`src/rtl/srmc_regs.vh`:
```
// register map and timing constants for the small ram controller
// assumes a 25 MHz aclk and one attached 32x2 latch ram
`ifndef SRMC_REGS_VH
`define SRMC_REGS_VH
// axi4-lite byte offsets
`define SRMC_CTRL_OFF 4'h0
`define SRMC_ADDR_OFF 4'h4
`define SRMC_DATA_OFF 4'h8
`define SRMC_STAT_OFF 4'hc
// ctrl fields
`define SRMC_CTRL_GO 0
`define SRMC_CTRL_WR 1
`define SRMC_CTRL_HOLD 2
`define SRMC_CTRL_BYP 3
// data fields: data [1:0], mask [5:4]
`define SRMC_DATA_LO 0
`define SRMC_MASK_LO 4
// status fields
`define SRMC_STAT_BUSY 0
`define SRMC_STAT_RD_LO 4
// least setup time before the strobe, in ns, and its cycle count
`define SRMC_SETUP_NS 40
`define SRMC_CLK_NS 40
`define SRMC_SETUP_CYC ((`SRMC_SETUP_NS + `SRMC_CLK_NS - 1) / `SRMC_CLK_NS)
`define SRMC_RESP_OKAY 2'b00
`define SRMC_RESP_SLVERR 2'b10
`endif

```
`src/rtl/srmc_ctrl.v`:
```
// controller driving a 32x2 ram with write strobe and output latch
// assumes ram pins sampled synchronously to aclk; software via axi4-lite
`timescale 1ns/1ps
`include "srmc_regs.vh"

// Function
// RULE_01: ram holds 32 words of 2 bits, usable as one or two stores.
// RULE_02: upper address bit selects the array half for read and write.
// RULE_03: address changes never disturb unselected cells.
// RULE_04: latch keeps data while chip is disabled; latch independent of enable.
// RULE_05: separate latch and enable let shared-bus parts read while others addressed.
// RULE_06: held write: disable chip, assert hold, re-enable, then write.
// RULE_07: per-bit enables with common strobe write either bit or both.
// RULE_08: bit written only while strobe and its enable are both low.
// RULE_09: enables come from a clocked register; strobe is clock-timed.
// RULE_10: write happens on the strobe edge, not other input settling.
// RULE_11: mask is inverted onto the active-low per-bit enables.
// RULE_12: latch bypass gives plain ram; otherwise holds data during writes.
// RULE_13: hold inactive passes data through; active freezes last value.
module srmc_ctrl #(
  parameter ADDR_W = 5,
  parameter DATA_W = 2
) (
  // clock and reset
  input wire aclk,
  input wire aresetn,
  // axi4-lite write address and data
  input wire [3:0] s_axi_awaddr,
  input wire s_axi_awvalid,
  output reg s_axi_awready,
  input wire [31:0] s_axi_wdata,
  input wire [3:0] s_axi_wstrb,
  input wire s_axi_wvalid,
  output reg s_axi_wready,
  // axi4-lite write response
  output reg [1:0] s_axi_bresp,
  output reg s_axi_bvalid,
  input wire s_axi_bready,
  // axi4-lite read
  input wire [3:0] s_axi_araddr,
  input wire s_axi_arvalid,
  output reg s_axi_arready,
  output reg [31:0] s_axi_rdata,
  output reg [1:0] s_axi_rresp,
  output reg s_axi_rvalid,
  input wire s_axi_rready,
  // ram pins
  output reg [ADDR_W-1:0] ram_addr,
  output reg [DATA_W-1:0] ram_wdata,
  output reg [DATA_W-1:0] per_bit_write_enable_n,
  output reg write_strobe_n,
  output reg chip_enable_n,
  output reg latch_hold,
  input wire [DATA_W-1:0] ram_rdata
);

  localparam ST_IDLE = 3'h0;
  localparam ST_DIS = 3'h1;
  localparam ST_HOLD = 3'h2;
  localparam ST_EN = 3'h3;
  localparam ST_STB = 3'h4;
  localparam ST_END = 3'h5;
  localparam ST_READ = 3'h6;

  // register decode codes
  localparam [2:0] SEL_NONE = 3'h0;
  localparam [2:0] SEL_CTRL = 3'h1;
  localparam [2:0] SEL_ADDR = 3'h2;
  localparam [2:0] SEL_DATA = 3'h3;
  localparam [2:0] SEL_STAT = 3'h4;

  // all bit writes blocked
  localparam [DATA_W-1:0] WEN_IDLE = {DATA_W{1'b1}};
  localparam [7:0] SETUP_CYC = `SRMC_SETUP_CYC;
  localparam [7:0] WAIT_STEP = 8'h01;

  // register decode shared by write and read paths
  function [2:0] reg_sel;
    input [3:0] off;
    begin
      case (off)
        `SRMC_CTRL_OFF: reg_sel = SEL_CTRL;
        `SRMC_ADDR_OFF: reg_sel = SEL_ADDR;
        `SRMC_DATA_OFF: reg_sel = SEL_DATA;
        `SRMC_STAT_OFF: reg_sel = SEL_STAT;
        default: reg_sel = SEL_NONE;
      endcase
    end
  endfunction

  // positive mask onto active-low enables
  function [DATA_W-1:0] mask_to_wen;
    input [DATA_W-1:0] mask;
    begin
      mask_to_wen = ~mask;
    end
  endfunction

  // data register readback: data and mask
  function [31:0] data_word;
    input [DATA_W-1:0] data;
    input [DATA_W-1:0] mask;
    begin
      data_word = 32'h0000_0000;
      data_word[`SRMC_DATA_LO +: DATA_W] = data;
      data_word[`SRMC_MASK_LO +: DATA_W] = mask;
    end
  endfunction

  // status readback: busy and last read data
  function [31:0] stat_word;
    input busy_bit;
    input [DATA_W-1:0] rd;
    begin
      stat_word = 32'h0000_0000;
      stat_word[`SRMC_STAT_BUSY] = busy_bit;
      stat_word[`SRMC_STAT_RD_LO +: DATA_W] = rd;
    end
  endfunction

  // sequencer and software registers
  reg [2:0] state_reg;
  reg [3:0] ctrl_reg;
  reg [ADDR_W-1:0] addr_reg;
  reg [DATA_W-1:0] data_reg;
  reg [DATA_W-1:0] mask_reg;
  reg [DATA_W-1:0] rd_reg;
  // axi capture
  reg [3:0] awaddr_reg;
  reg aw_have_reg;
  reg w_have_reg;
  reg [31:0] wdata_reg;
  reg [3:0] wstrb_reg;
  reg [7:0] wait_reg;
  // start request
  reg go_reg;

  wire busy = (state_reg != ST_IDLE);
  wire hold_req = ctrl_reg[`SRMC_CTRL_HOLD] & ~ctrl_reg[`SRMC_CTRL_BYP];

  always @(posedge aclk) begin
    if (!aresetn) begin
      s_axi_awready <= 1'b0;
      s_axi_wready <= 1'b0;
      s_axi_bvalid <= 1'b0;
      s_axi_bresp <= `SRMC_RESP_OKAY;
      s_axi_arready <= 1'b0;
      s_axi_rvalid <= 1'b0;
      s_axi_rresp <= `SRMC_RESP_OKAY;
      s_axi_rdata <= 32'h0000_0000;
      aw_have_reg <= 1'b0;
      w_have_reg <= 1'b0;
      awaddr_reg <= 4'h0;
      wdata_reg <= 32'h0000_0000;
      wstrb_reg <= 4'h0;
      ctrl_reg <= 4'h0;
      addr_reg <= {ADDR_W{1'b0}};
      data_reg <= {DATA_W{1'b0}};
      mask_reg <= {DATA_W{1'b0}};
      go_reg <= 1'b0;
    end else begin
      go_reg <= 1'b0;
      s_axi_awready <= ~aw_have_reg & ~s_axi_awready & s_axi_awvalid;
      s_axi_wready <= ~w_have_reg & ~s_axi_wready & s_axi_wvalid;
      if (s_axi_awvalid && s_axi_awready) begin
        aw_have_reg <= 1'b1;
        awaddr_reg <= s_axi_awaddr;
      end
      if (s_axi_wvalid && s_axi_wready) begin
        w_have_reg <= 1'b1;
        wdata_reg <= s_axi_wdata;
        wstrb_reg <= s_axi_wstrb;
      end
      // write commit once both halves held
      if (aw_have_reg && w_have_reg && !s_axi_bvalid) begin
        aw_have_reg <= 1'b0;
        w_have_reg <= 1'b0;
        s_axi_bvalid <= 1'b1;
        s_axi_bresp <= `SRMC_RESP_OKAY;
        case (reg_sel(awaddr_reg))
          SEL_CTRL: begin
            if (wstrb_reg[0]) begin
              ctrl_reg[`SRMC_CTRL_GO] <= 1'b0;
              ctrl_reg[`SRMC_CTRL_WR] <= wdata_reg[`SRMC_CTRL_WR];
              ctrl_reg[`SRMC_CTRL_HOLD] <= wdata_reg[`SRMC_CTRL_HOLD];
              ctrl_reg[`SRMC_CTRL_BYP] <= wdata_reg[`SRMC_CTRL_BYP];
              // go only starts an idle sequencer
              go_reg <= wdata_reg[`SRMC_CTRL_GO] & ~busy;
            end
          end
          SEL_ADDR: begin
            if (wstrb_reg[0] && !busy)
              addr_reg <= wdata_reg[ADDR_W-1:0];
          end
          SEL_DATA: begin
            if (wstrb_reg[0] && !busy) begin
              data_reg <= wdata_reg[`SRMC_DATA_LO +: DATA_W];
              mask_reg <= wdata_reg[`SRMC_MASK_LO +: DATA_W];
            end
          end
          SEL_STAT: ;
          default: s_axi_bresp <= `SRMC_RESP_SLVERR;
        endcase
      end
      // write response handshake
      if (s_axi_bvalid && s_axi_bready)
        s_axi_bvalid <= 1'b0;
      // read channel
      s_axi_arready <= ~s_axi_arready & ~s_axi_rvalid & s_axi_arvalid;
      if (s_axi_arvalid && s_axi_arready) begin
        s_axi_rvalid <= 1'b1;
        s_axi_rresp <= `SRMC_RESP_OKAY;
        case (reg_sel(s_axi_araddr))
          SEL_CTRL: begin
            s_axi_rdata <= {28'h000_0000, ctrl_reg};
          end
          SEL_ADDR: begin
            s_axi_rdata <= {{(32-ADDR_W){1'b0}}, addr_reg};
          end
          SEL_DATA: begin
            s_axi_rdata <= data_word(data_reg, mask_reg);
          end
          SEL_STAT: begin
            s_axi_rdata <= stat_word(busy, rd_reg);
          end
          default: begin
            s_axi_rdata <= 32'h0000_0000;
            s_axi_rresp <= `SRMC_RESP_SLVERR;
          end
        endcase
      end else if (s_axi_rvalid && s_axi_rready) begin
        s_axi_rvalid <= 1'b0;
      end
    end
  end

  // ram sequencer; address only changes while strobe is high
  always @(posedge aclk) begin
    if (!aresetn) begin
      state_reg <= ST_IDLE;
      ram_addr <= {ADDR_W{1'b0}};
      ram_wdata <= {DATA_W{1'b0}};
      per_bit_write_enable_n <= WEN_IDLE;
      write_strobe_n <= 1'b1;
      chip_enable_n <= 1'b1;
      latch_hold <= 1'b0;
      rd_reg <= {DATA_W{1'b0}};
      wait_reg <= 8'h00;
    end else begin
      case (state_reg)
        ST_IDLE: begin
          latch_hold <= hold_req; // RULE_13
          if (go_reg) begin
            ram_addr <= addr_reg; // RULE_02 RULE_03
            ram_wdata <= data_reg;
            wait_reg <= 8'h00;
            if (ctrl_reg[`SRMC_CTRL_WR])
              state_reg <= hold_req ? ST_DIS : ST_EN;
            else begin
              chip_enable_n <= 1'b0;
              state_reg <= ST_READ;
            end
          end
        end
        ST_DIS: begin
          chip_enable_n <= 1'b1; // RULE_06 RULE_04
          state_reg <= ST_HOLD;
        end
        ST_HOLD: begin
          latch_hold <= 1'b1; // RULE_06 RULE_12 RULE_05
          state_reg <= ST_EN;
        end
        ST_EN: begin
          chip_enable_n <= 1'b0; // RULE_06
          // inverted mask onto active-low enables
          per_bit_write_enable_n <= mask_to_wen(mask_reg); // RULE_11 RULE_07
          // setup count before the strobe
          wait_reg <= wait_reg + WAIT_STEP;
          if (wait_reg + WAIT_STEP >= SETUP_CYC)
            state_reg <= ST_STB;
        end
        ST_STB: begin
          // one-cycle strobe low
          write_strobe_n <= 1'b0; // RULE_08 RULE_10
          state_reg <= ST_END;
        end
        ST_END: begin
          // strobe, enables and chip released together
          write_strobe_n <= 1'b1; // RULE_10
          per_bit_write_enable_n <= WEN_IDLE;
          chip_enable_n <= 1'b1;
          state_reg <= ST_IDLE;
        end
        ST_READ: begin
          // latch output sampled one cycle after access
          rd_reg <= ram_rdata; // RULE_01
          chip_enable_n <= 1'b1;
          state_reg <= ST_IDLE;
        end
        default: state_reg <= ST_IDLE;
      endcase
    end
  end

endmodule // srmc_ctrl

```
`config.mk`:
```
export PLATFORM = sky130hd
export DESIGN_NAME = srmc_ctrl
export DESIGN_NICKNAME = d
export VERILOG_FILES = /design/src/rtl/srmc_ctrl.v
export VERILOG_INCLUDE_DIRS = /design/src /design/src/rtl
export SDC_FILE = /design/constraint.sdc
export NUM_CORES = 1
export LEC_CHECK = 0
export ABC_AREA = 1
export BUFFER_PORTS_ARGS = -buffer_cell sky130_fd_sc_hd__buf_2
export CAP_MARGIN = 40
export CORE_ASPECT_RATIO = 1.2
export CORE_MARGIN = 1
export CORE_UTILIZATION = 40
export CTS_CLUSTER_SIZE = 14
export DETAILED_ROUTE_END_ITERATION = 10
export PLACE_DENSITY = 0.67
export SLEW_MARGIN = 20
export SYNTH_ARGS = -nofsm -noshare
export SYNTH_HDL_FRONTEND = slang
export SYNTH_SLANG_ARGS = --single-unit
```
`constraint.sdc`:
```
create_clock -name aclk -period 1.62 [get_ports aclk]
set_input_delay 0.243 -clock aclk [delete_from_list [all_inputs] [get_ports aclk]]
set_output_delay 0.243 -clock aclk [all_outputs]
set_load 0.05 [all_outputs]
```
# Word-level counts from Yosys, hierarchy flattened
# Cells that the tools add are included.
[totals] output_inout_bits=53 regBits=92 wordCells=127
[op_classes] bitwise=18 n_mux=24 eq_ne=23 reduce_logical=33 n_lt_le_gt_ge=1 n_addsub=1
[ops] op="$pmux 3 s4" n=2
[ops] op="$pmux 6 s4" n=1
[ops] op="$mux 3" n=7
[ops] op="$eq 3x2->1 const B" n=6
[ops] op="$eq 4x4->1 const B" n=4
[ops] op="$pmux 8 s2" n=1
[ops] op="$eq 3x3->1 const B" n=5
[ops] op="$pmux 3 s5" n=1
[ops] op="$reduce_and 3->1" n=4
[ops] op="$reduce_bool 2->1" n=5
[ops] op="$eq 3x1->1 const B" n=3
[ops] op="$not 1->1" n=9
[ops] op="$add 8x1->8 const B" n=1
[ops] op="$and 1x1->1" n=8
[ops] op="$eq 4x3->1 const B" n=2
[ops] op="$ge 8x1->1 const B" n=1
[ops] op="$logic_and 1x1->1" n=8
[ops] op="$logic_not 4->1" n=2
[ops] op="$mux 8" n=1
[ops] op="$reduce_or 4->1" n=2
[ops] op="$mux 2" n=3
[ops] op="$ne 2x2->1 const B" n=3
[ops] op="$reduce_and 2->1" n=3
[ops] op="$reduce_bool 3->1" n=2
[ops] op="other kinds (10)" n=16

# Logic depth before layout (Yosys ltp)
# Gate-level depths: netlist of the first run.
[logic_depth] depth_word=7 mapped_depth=11 ltp_nobuf=11

# Worst setup path after synthesis of the first run
# No wires, ideal clock.
[synth_path] path_kind="register to register" startpoint="register s_axi_bvalid" endpoint="register ctrl_reg[1]" slack_ps=197 setup_time_ps=123 path_stages_with_launch=7 arrival_time_ps=1300 required_time_ps=1497 path_cell_list="dfxtp_1 inv_1 nand3_1 nor2_2 nand4_1 o21ai_0 a21oi_1"
[synth_via] elab_chain_len=3
[synth_lines] item="start, declared" line_no="srmc_ctrl.v:37" text="output reg s_axi_bvalid,"
[synth_lines] item="start signal, assigned" line_no="srmc_ctrl.v:145" text="s_axi_bvalid <= 1'b0;"
[synth_lines] item="start signal, assigned" line_no="srmc_ctrl.v:178" text="s_axi_bvalid <= 1'b1;"
[synth_lines] item="start signal, assigned" line_no="srmc_ctrl.v:207" text="s_axi_bvalid <= 1'b0;"
[synth_lines] item="$logic_not 1->1" line_no="srmc_ctrl.v:175" text="if (aw_have_reg && w_have_reg && !s_axi_bvalid) begin"
[synth_lines] item="$logic_and 1x1->1" line_no="srmc_ctrl.v:175"
[synth_lines] item="$reduce_and 3->1 (no source line)"
[synth_lines] item="end signal, assigned by index" line_no="srmc_ctrl.v:184" text="ctrl_reg[`SRMC_CTRL_WR] <= wdata_reg[`SRMC_CTRL_WR];"
[synth_lines] item="end signal, assigned by index" line_no="srmc_ctrl.v:185" text="ctrl_reg[`SRMC_CTRL_HOLD] <= wdata_reg[`SRMC_CTRL_HOLD];"
[synth_lines] item="end signal, assigned by index" line_no="srmc_ctrl.v:186" text="ctrl_reg[`SRMC_CTRL_BYP] <= wdata_reg[`SRMC_CTRL_BYP];"
[synth_lines] item="end, declared" line_no="srmc_ctrl.v:123" text="reg [3:0] ctrl_reg;"
# No other way between the ends.
# A chain may end at the register's enable or synchronous reset.

# Final worst setup path of the first run
[layout_path] startpoint="register state_reg[0]" endpoint="register mask_reg[1]"
[layout_via] elab_chain_len=4
[layout_lines] item="start, declared" line_no="srmc_ctrl.v:122" text="reg [2:0] state_reg;"
[layout_lines] item="start signal, assigned" line_no="srmc_ctrl.v:258" text="state_reg <= hold_req ? ST_DIS : ST_EN;"
[layout_lines] item="$reduce_bool 3->1" line_no="srmc_ctrl.v:138" text="wire busy = (state_reg != ST_IDLE);"
[layout_lines] item="$logic_not 1->1" line_no="srmc_ctrl.v:196" text="if (wstrb_reg[0] && !busy) begin"
[layout_lines] item="$logic_and 1x1->1" line_no="srmc_ctrl.v:196"
[layout_lines] item="$reduce_and 3->1 (no source line)"
[layout_lines] item="end signal, assigned" line_no="srmc_ctrl.v:159" text="mask_reg <= {DATA_W{1'b0}};"
[layout_lines] item="end signal, assigned" line_no="srmc_ctrl.v:198" text="mask_reg <= wdata_reg[`SRMC_MASK_LO +: DATA_W];"
[layout_lines] item="end, declared" line_no="srmc_ctrl.v:126" text="reg [DATA_W-1:0] mask_reg;"
# No other way between the ends.

==> summary.txt, run 1 <==
Pwr
  • Power after layout: 0.00403 W
  • Power per Cell Area: 1200 nW/um2
  • Leakage: 1.46 nW
  • Peak VDD IR: 0.575 mV

GRT
  • GRT overflow: 0
  • Met2 Usage GRT: 28.2%
  • First-pass GRT wire length: 9700 um
  • Largest net degree at the start of global routing: 38
  • Gr usage total: 16.6%
  • Vias in the first global route: 2265
  • Grt met1 use: 18.8%
  • GRT busiest layer: met2
  • Global routing met3 resource utilization: 5.21%
  • Initial antenna violation count: 0

Clock tree
  • Setup bufs post-CTS: 0
  • CTS sink cnt: 64
  • CTS Buf Count: 9
  • Root buf cell: clkbuf_8
  • Post-CTS Hold Buffers: 0
  • Clock Pin Slew Worst Setup and Hold Paths: 0.08 ns
  • Clock Latency Late Sink: 0.34 ns
  • Cts repair resizes: 0
  • CTS tree: yes
  • H-tree levels: 3
  • Clock tree buffer depth: 2

Timing
  • Fin. Hold Viols: 0
  • Worst-Margin Slew: 0.502 ns
  • Unrepaired setup endpoints after global routing: false
  • Final Worst Setup Slack: 0.188 ns
  • Fmax: 698 MHz
  • Headroom to the max-slew limit: 66.5%
  • Final Max Slew Viols: 0
  • Setup violators final: 0
  • Post-layout minimum cycle time: 1.43 ns
  • Tcrit/Tclk final: 88.4%
  • Setup TNS Final: 0 ns
  • Skew final: 0.00940 ns

Finish
  • Area Growth Syn to Fin: 14.7%
  • Area occupied by multi-input gates: 1310 um2
  • Register area: 1280 um2
  • Share of cells above drive strength 1: 21.0%
  • Fillers: 708
  • Max FFs per register: 8
  • ANT cells: 0
  • Final layout net count: 499
  • Final Cell Area: 3360 um2

Placement
  • Placed Area: 3180 um2
  • Pre-CTS setup slack: 0.191 ns
  • Dpl hpwl: 4420 um
  • Buffers on Ports: 48
  • Final Wtd Congestion: 0.820

Yosys
  • Main area contributors after synthesis: dfxtp_1 (44%), nand2_1 (8.2%), a21oi_1 (7.9%), buf_4 (7.4%), inv_1 (5.8%)
  • Synth warn: 0
  • EDFF count, synth: 0
  • Synth Cell Area: 2930 um2
  • Synth unique cells: 34
  • Top cells by count, synth: dfxtp_1 (64), nand2_1 (64), a21oi_1 (46), inv_1 (45), buf_4 (29)
  • Dominant synthesized flop cell: dfxtp_1
  • Post-synthesis cell count: 388
  • Synth top area share: 43.7%
  • #FFs+latches synth: 64
  • Yosys top cell by area: dfxtp_1
  • Seq/Total Area, Yosys: 43.7%
  • Post-Synthesis Mean Instance Area: 7.55 um2
  • Async SR Flop Fraction: 0%

Critical path
  • Crit. End Element: flip-flop
  • Crit-path max FO: 8
  • Worst EP arrival: 1.70 ns
  • R2r worst-path depth: 7
  • Worst setup startpoint: state_reg[0]
  • RR Endpoint: mask_reg[1]
  • End of the critical path: mask_reg[1]
  • Critical path type: flip-flop to flip-flop
  • Critical Path RT: 1.89 ns
  • Crit start category: flip-flop
  • Flop2flop setup slack: 0.19 ns
  • Crit Reg-Reg Startpoint: state_reg[0]

Routing
  • Residual DRC count: 0
  • Overall routed net length: 5890 um
  • DRT Pass-1 Iters: 4
  • Vias per cell: 4.70
  • Vias: 2516
  • Detailed Route Iter0 Violations: 96
  • Final ANT Viol Nets: 0
  • DR WL/cell: 11.0 um

Floorplanning
  • Die Span Y: 95.8 um
  • FP Rows: 33
  • Full die area: 7670 um2
  • Die outline width: 80.1 um
  • Boundary pin count: 106
  • Std-Cell Core Area: 6980 um2
  • Initial Util: 42.0%

Min path
  • Hold Startpoint: s_axi_awvalid
  • Hold Path Class: primary input to flip-flop
  • Hold path cells: 3

Outcome
  • Status: complete, no violations

Run
  • Maxcap violations: 0
==> final cells by class <==
type | count | area share, %
Clock buffer | 10 | 4.10
Clock inverter | 6 | 1.30
Inverter | 50 | 5.66
Multi-Input combinational cell | 263 | 38.9
Sequential cell | 64 | 38.1
Tap cell | 87 | 3.24
Timing Repair Buffer | 55 | 8.71
==> placed cells by master, fill, tap and decap left out <==
master and n:
nand2_2 5, buf_4 7, nand4_1 1, o22ai_1 2, clkinv_4 2, clkinv_2 2
nor2_2 4, nand3_1 27, inv_4 1, nor2_8 1, conb_1 28, nand3_2 2
nand4_4 1, o221ai_1 3, clkinvlp_4 1, inv_1 45, nor4_1 1, or2_0 1
ha_1 3, o211ai_1 2, o311ai_0 1, inv_6 1, o21ai_0 26, inv_2 4
nand3b_1 1, dfxtp_1 64, o221a_2 1, clkbuf_8 10, nor3_1 3, nand2_1 64
a21oi_1 46, o21ai_1 10, nor2_4 3, xor2_1 1, nor2_1 25, o21ai_2 1
buf_2 48
==> metrics by stage <==
stage          hold WS [ns]  std cells  utilization (%)
2_1_floorplan         0.361        415                -
3_5_place_dp          0.437        519             45.6
3_3_place_gp          0.422        519             45.6
6_report              0.126        535             48.2
5_1_grt               0.117        535             48.2
4_1_cts               0.109        535             48.2
==> per-layer routing <==
layer  up-vias  routed length, um
met2        71               2910
met5         -                  0
met1      1117               2630
met3         9                258
li1       1319                  -
met4         0                 91
==> report_power, final <==
group / internal, W / total (W) / switching (W) / leakage, nW
clock network: 0.000601 / 0.00124 / 0.000635 / 0.0926
logic: 0.000274 / 0.00101 / 0.000741 / 0.850
registers: 0.00167 / 0.00178 / 0.000104 / 0.519
total: 0.00255 / 0.00403 / 0.00148 / 1.46
==> worst min-delay path by stage <==
stage                          to  slack, ns
floorplan           s_axi_arready       0.36
global placement    s_axi_arready       0.42
detailed placement  s_axi_awready       0.44
CTS                 s_axi_awready       0.11
global route        s_axi_awready       0.12
finish              s_axi_awready       0.13
==> worst max-delay path, stage by stage, from the launching register on <==
cell and delay [ns]:
dfxtp_1 0.36, inv_1 0.10, nand2_2 0.10, nor2_4 0.24, nand2_1 0.10, nor2_2 0.25, o21ai_1 0.09, a21oi_1 0.12
==> kinds of logic after synthesis <==
kind of cell | after synthesis | synth area share [%]
flip-flops | 64 | 43.7
XOR/XNOR | 1 | 0.299
AO/OA/AOI/OAI | 92 | 16.8
AND/OR/NAND/NOR | 139 | 22.6
buffers and inverters | 88 | 15.2
other | 1 | 0.128
adder cells (fa/ha/maj) | 3 | 1.28
Power figures use the tool's default switching activity.
==> run 2, diff against run 1 <==
==> constraint.sdc (replaced) <==
create_clock -name aclk -period 1.62 [get_ports aclk]
set_input_delay 0 -clock aclk [delete_from_list [all_inputs] [get_ports aclk]]
set_output_delay 0 -clock aclk [all_outputs]
set_load 0.01 [all_outputs]
==> summary.txt, run 2 (synthesis gave the netlist of run 1 again) <==
Outcome
  • Status: complete, no violations (unchanged)

GRT
  • Largest net degree at the start of global routing: 38 (unchanged)
  • First-pass GRT wire length: 10100 um (was 9700 um)
  • Vias in the first global route: 2392 (was 2265)
  • Gr usage total: 17.1% (was 16.6%)
  • Initial antenna violation count: 0 (unchanged)
  • GRT overflow: 0 (unchanged)

Timing
  • Skew final: 0.0154 ns (was 0.00940 ns)
  • Setup TNS Final: 0 ns (unchanged)
  • Post-layout minimum cycle time: 1.45 ns (was 1.43 ns)
  • Worst-Margin Slew: 0.541 ns (was 0.502 ns)
  • Fmax: 688 MHz (was 698 MHz)
  • Headroom to the max-slew limit: 63.9% (was 66.5%)
  • Final Max Slew Viols: 0 (unchanged)
  • Unrepaired setup endpoints after global routing: false (unchanged)
  • Tcrit/Tclk final: 89.7% (was 88.4%)
  • Fin. Hold Viols: 0 (unchanged)
  • Setup violators final: 0 (unchanged)

Critical path
  • Crit-path max FO: 3 (was 8)
  • Crit start category: flip-flop (unchanged)
  • Cell mode on critical path: nand3_2
  • Critical path type: flip-flop to flip-flop (unchanged)
  • Critical Path RT: 1.82 ns (was 1.89 ns)
  • Worst EP arrival: 1.65 ns (was 1.70 ns)
  • Crit path cell chain: ha_1 > nand2_1 > o21ai_0 > nand3_2 > nor2_2 > nand3_2 > nand3_1 > nor2_1 (was inv_1 > nand2_2 > nor2_4 > nand2_1 > nor2_2 > o21ai_1 > a21oi_1)
  • Slowest cell on crit path: dfxtp_1 (unchanged)
  • Crit. End Element: flip-flop (unchanged)
  • CP peak stage delay: 0.34 ns (was 0.36 ns)

Finish
  • Register area: 1280 um2 (unchanged)
  • Fillers: 695 (was 708)
  • Area occupied by multi-input gates: 1310 um2 (unchanged)
  • Final layout net count: 519 (was 499)
  • Area Growth Syn to Fin: 23.0% (was 14.7%)
  • ANT cells: 0 (unchanged)
  • Max FFs per register: 8 (unchanged)
  • Share of cells above drive strength 1: 20.1% (was 21.0%)
  • Commonest cells after routing, fill and taps aside: nand2_1 (64), dfxtp_1 (64), buf_2 (48) (unchanged)
  • Final Cell Area: 3600 um2 (was 3360 um2)

Routing
  • DRT Pass-1 Iters: 5 (was 4)
  • Final ANT Viol Nets: 0 (unchanged)
  • Vias: 2595 (was 2516)
  • Detailed Route Iter0 Violations: 88 (was 96)
  • Overall routed net length: 6140 um (was 5890 um)
  • Residual DRC count: 0 (unchanged)
  • Vias per cell: 4.68 (was 4.70)
  • DR WL/cell: 11.1 um (was 11.0 um)

Clock tree
  • CTS tree: yes (unchanged)
  • CTS sink cnt: 64 (unchanged)
  • Clock Latency Late Sink: 0.33 ns (was 0.34 ns)
  • Clock tree buffer depth: 2 (unchanged)
  • CTS Buf Count: 9 (unchanged)
  • H-tree levels: 3 (unchanged)
  • Clock Pin Slew Worst Setup and Hold Paths: 0.08 ns (about the same)
  • Root buf cell: clkbuf_8 (unchanged)

Floorplanning
  • Initial Util: 42.0% (unchanged)
  • Die outline width: 80.1 um (unchanged)
  • Die Span Y: 95.8 um (unchanged)
  • Boundary pin count: 106 (unchanged)
  • Full die area: 7670 um2 (unchanged)
  • FP Rows: 33 (unchanged)
  • Std-Cell Core Area: 6980 um2 (unchanged)

Run
  • Maxcap violations: 0 (unchanged)

Min path
  • Hold Path Class: primary input to flip-flop (unchanged)

Pwr
  • Power per Cell Area: 1140 nW/um2 (was 1200 nW/um2)
  • Leakage: 1.56 nW (was 1.46 nW)
  • Peak VDD IR: 0.739 mV (was 0.575 mV)

Placement
  • Placed Area: 3170 um2 (was 3180 um2)
  • Final Wtd Congestion: 0.798 (was 0.820)
  • Buffers on Ports: 48 (unchanged)
  • Dpl hpwl: 4440 um (was 4420 um)
-- run 2: changes by cell type in the layout (fill, tap and decap cells not counted), moves of 2 or more --
cell	previous run	this run
bufinv_16	0	2
clkinv_2	2	0
inv_6	1	3
dlygate4sd3_1	0	20
clkinv_4	2	0
-- run 2: path summary, 6_finish.rpt --
kind | to | depth (start not counted) | slack, ns | start
max | state_reg[2] | 8 | 0.17 | wait_reg[0]
min | chip_enable_n | 3 | 0.17 | aresetn
max reg2reg | state_reg[2] | 8 | 0.17 | wait_reg[0]
min reg2reg | s_axi_arready | 1 | 0.44 | s_axi_rvalid
-- run 2: critical path, delay by kind of cell (launching register included) --
family	cells	cell delay [ns]
AND/OR/NAND/NOR	6	0.53
AO/OA/AOI/OAI	1	0.26
adder cells (fa/ha/maj)	1	0.19
flip-flops	1	0.34
-- run 2: final cells by class --
type	instances	area share (%)
timing repair buffer	75	13.7
inverter	50	5.28
multi-input combinational	263	36.2
tap	87	3.02
clock buffer	9	3.44
sequential	64	35.5
clock inverter	7	2.81
-- run 2: repair_timing --
action	CTS	global route
buffers inserted	0	1
gates resized for setup	0	0
setup endpoints to repair	0	1
hold endpoints to repair	19	0
hold buffers	20	0
-- run 2: report_power, final --
group          internal [W]  total (W)  switching (W)
combinational      0.000302   0.000805       0.000503
clock              0.000882    0.00154       0.000657
sequential          0.00167    0.00178       0.000105
-- run 2: metrics by stage --
stage	utilization (%)	total power, W	worst slack [ns]	hold WS [ns]	cells
3_5_place_dp	45.5	0.00258	0.169	0.239	518
5_1_grt	51.7	0.00434	0.0138	0.200	555
3_3_place_gp	45.5	0.00256	0.215	0.234	518
2_1_floorplan	-	0.00243	0.223	0.118	415
6_report	51.7	0.00412	0.166	0.170	555
4_1_cts	51.6	0.00415	0.150	0.155	554
-- run 2: metal layers --
| metal | vias up | wire [um] | GRT usage (%) | share of wire, % |
|---|---|---|---|---|
| met5 | - | 0 | 0 | 0 |
| met4 | 0 | 85 | 8.33 | 1.4 |
| met3 | 6 | 204 | 3.41 | 3.3 |
| met2 | 59 | 3070 | 30.1 | 50 |
| met1 | 1165 | 2770 | 19.7 | 45 |
| li1 | 1365 | - | - | - |
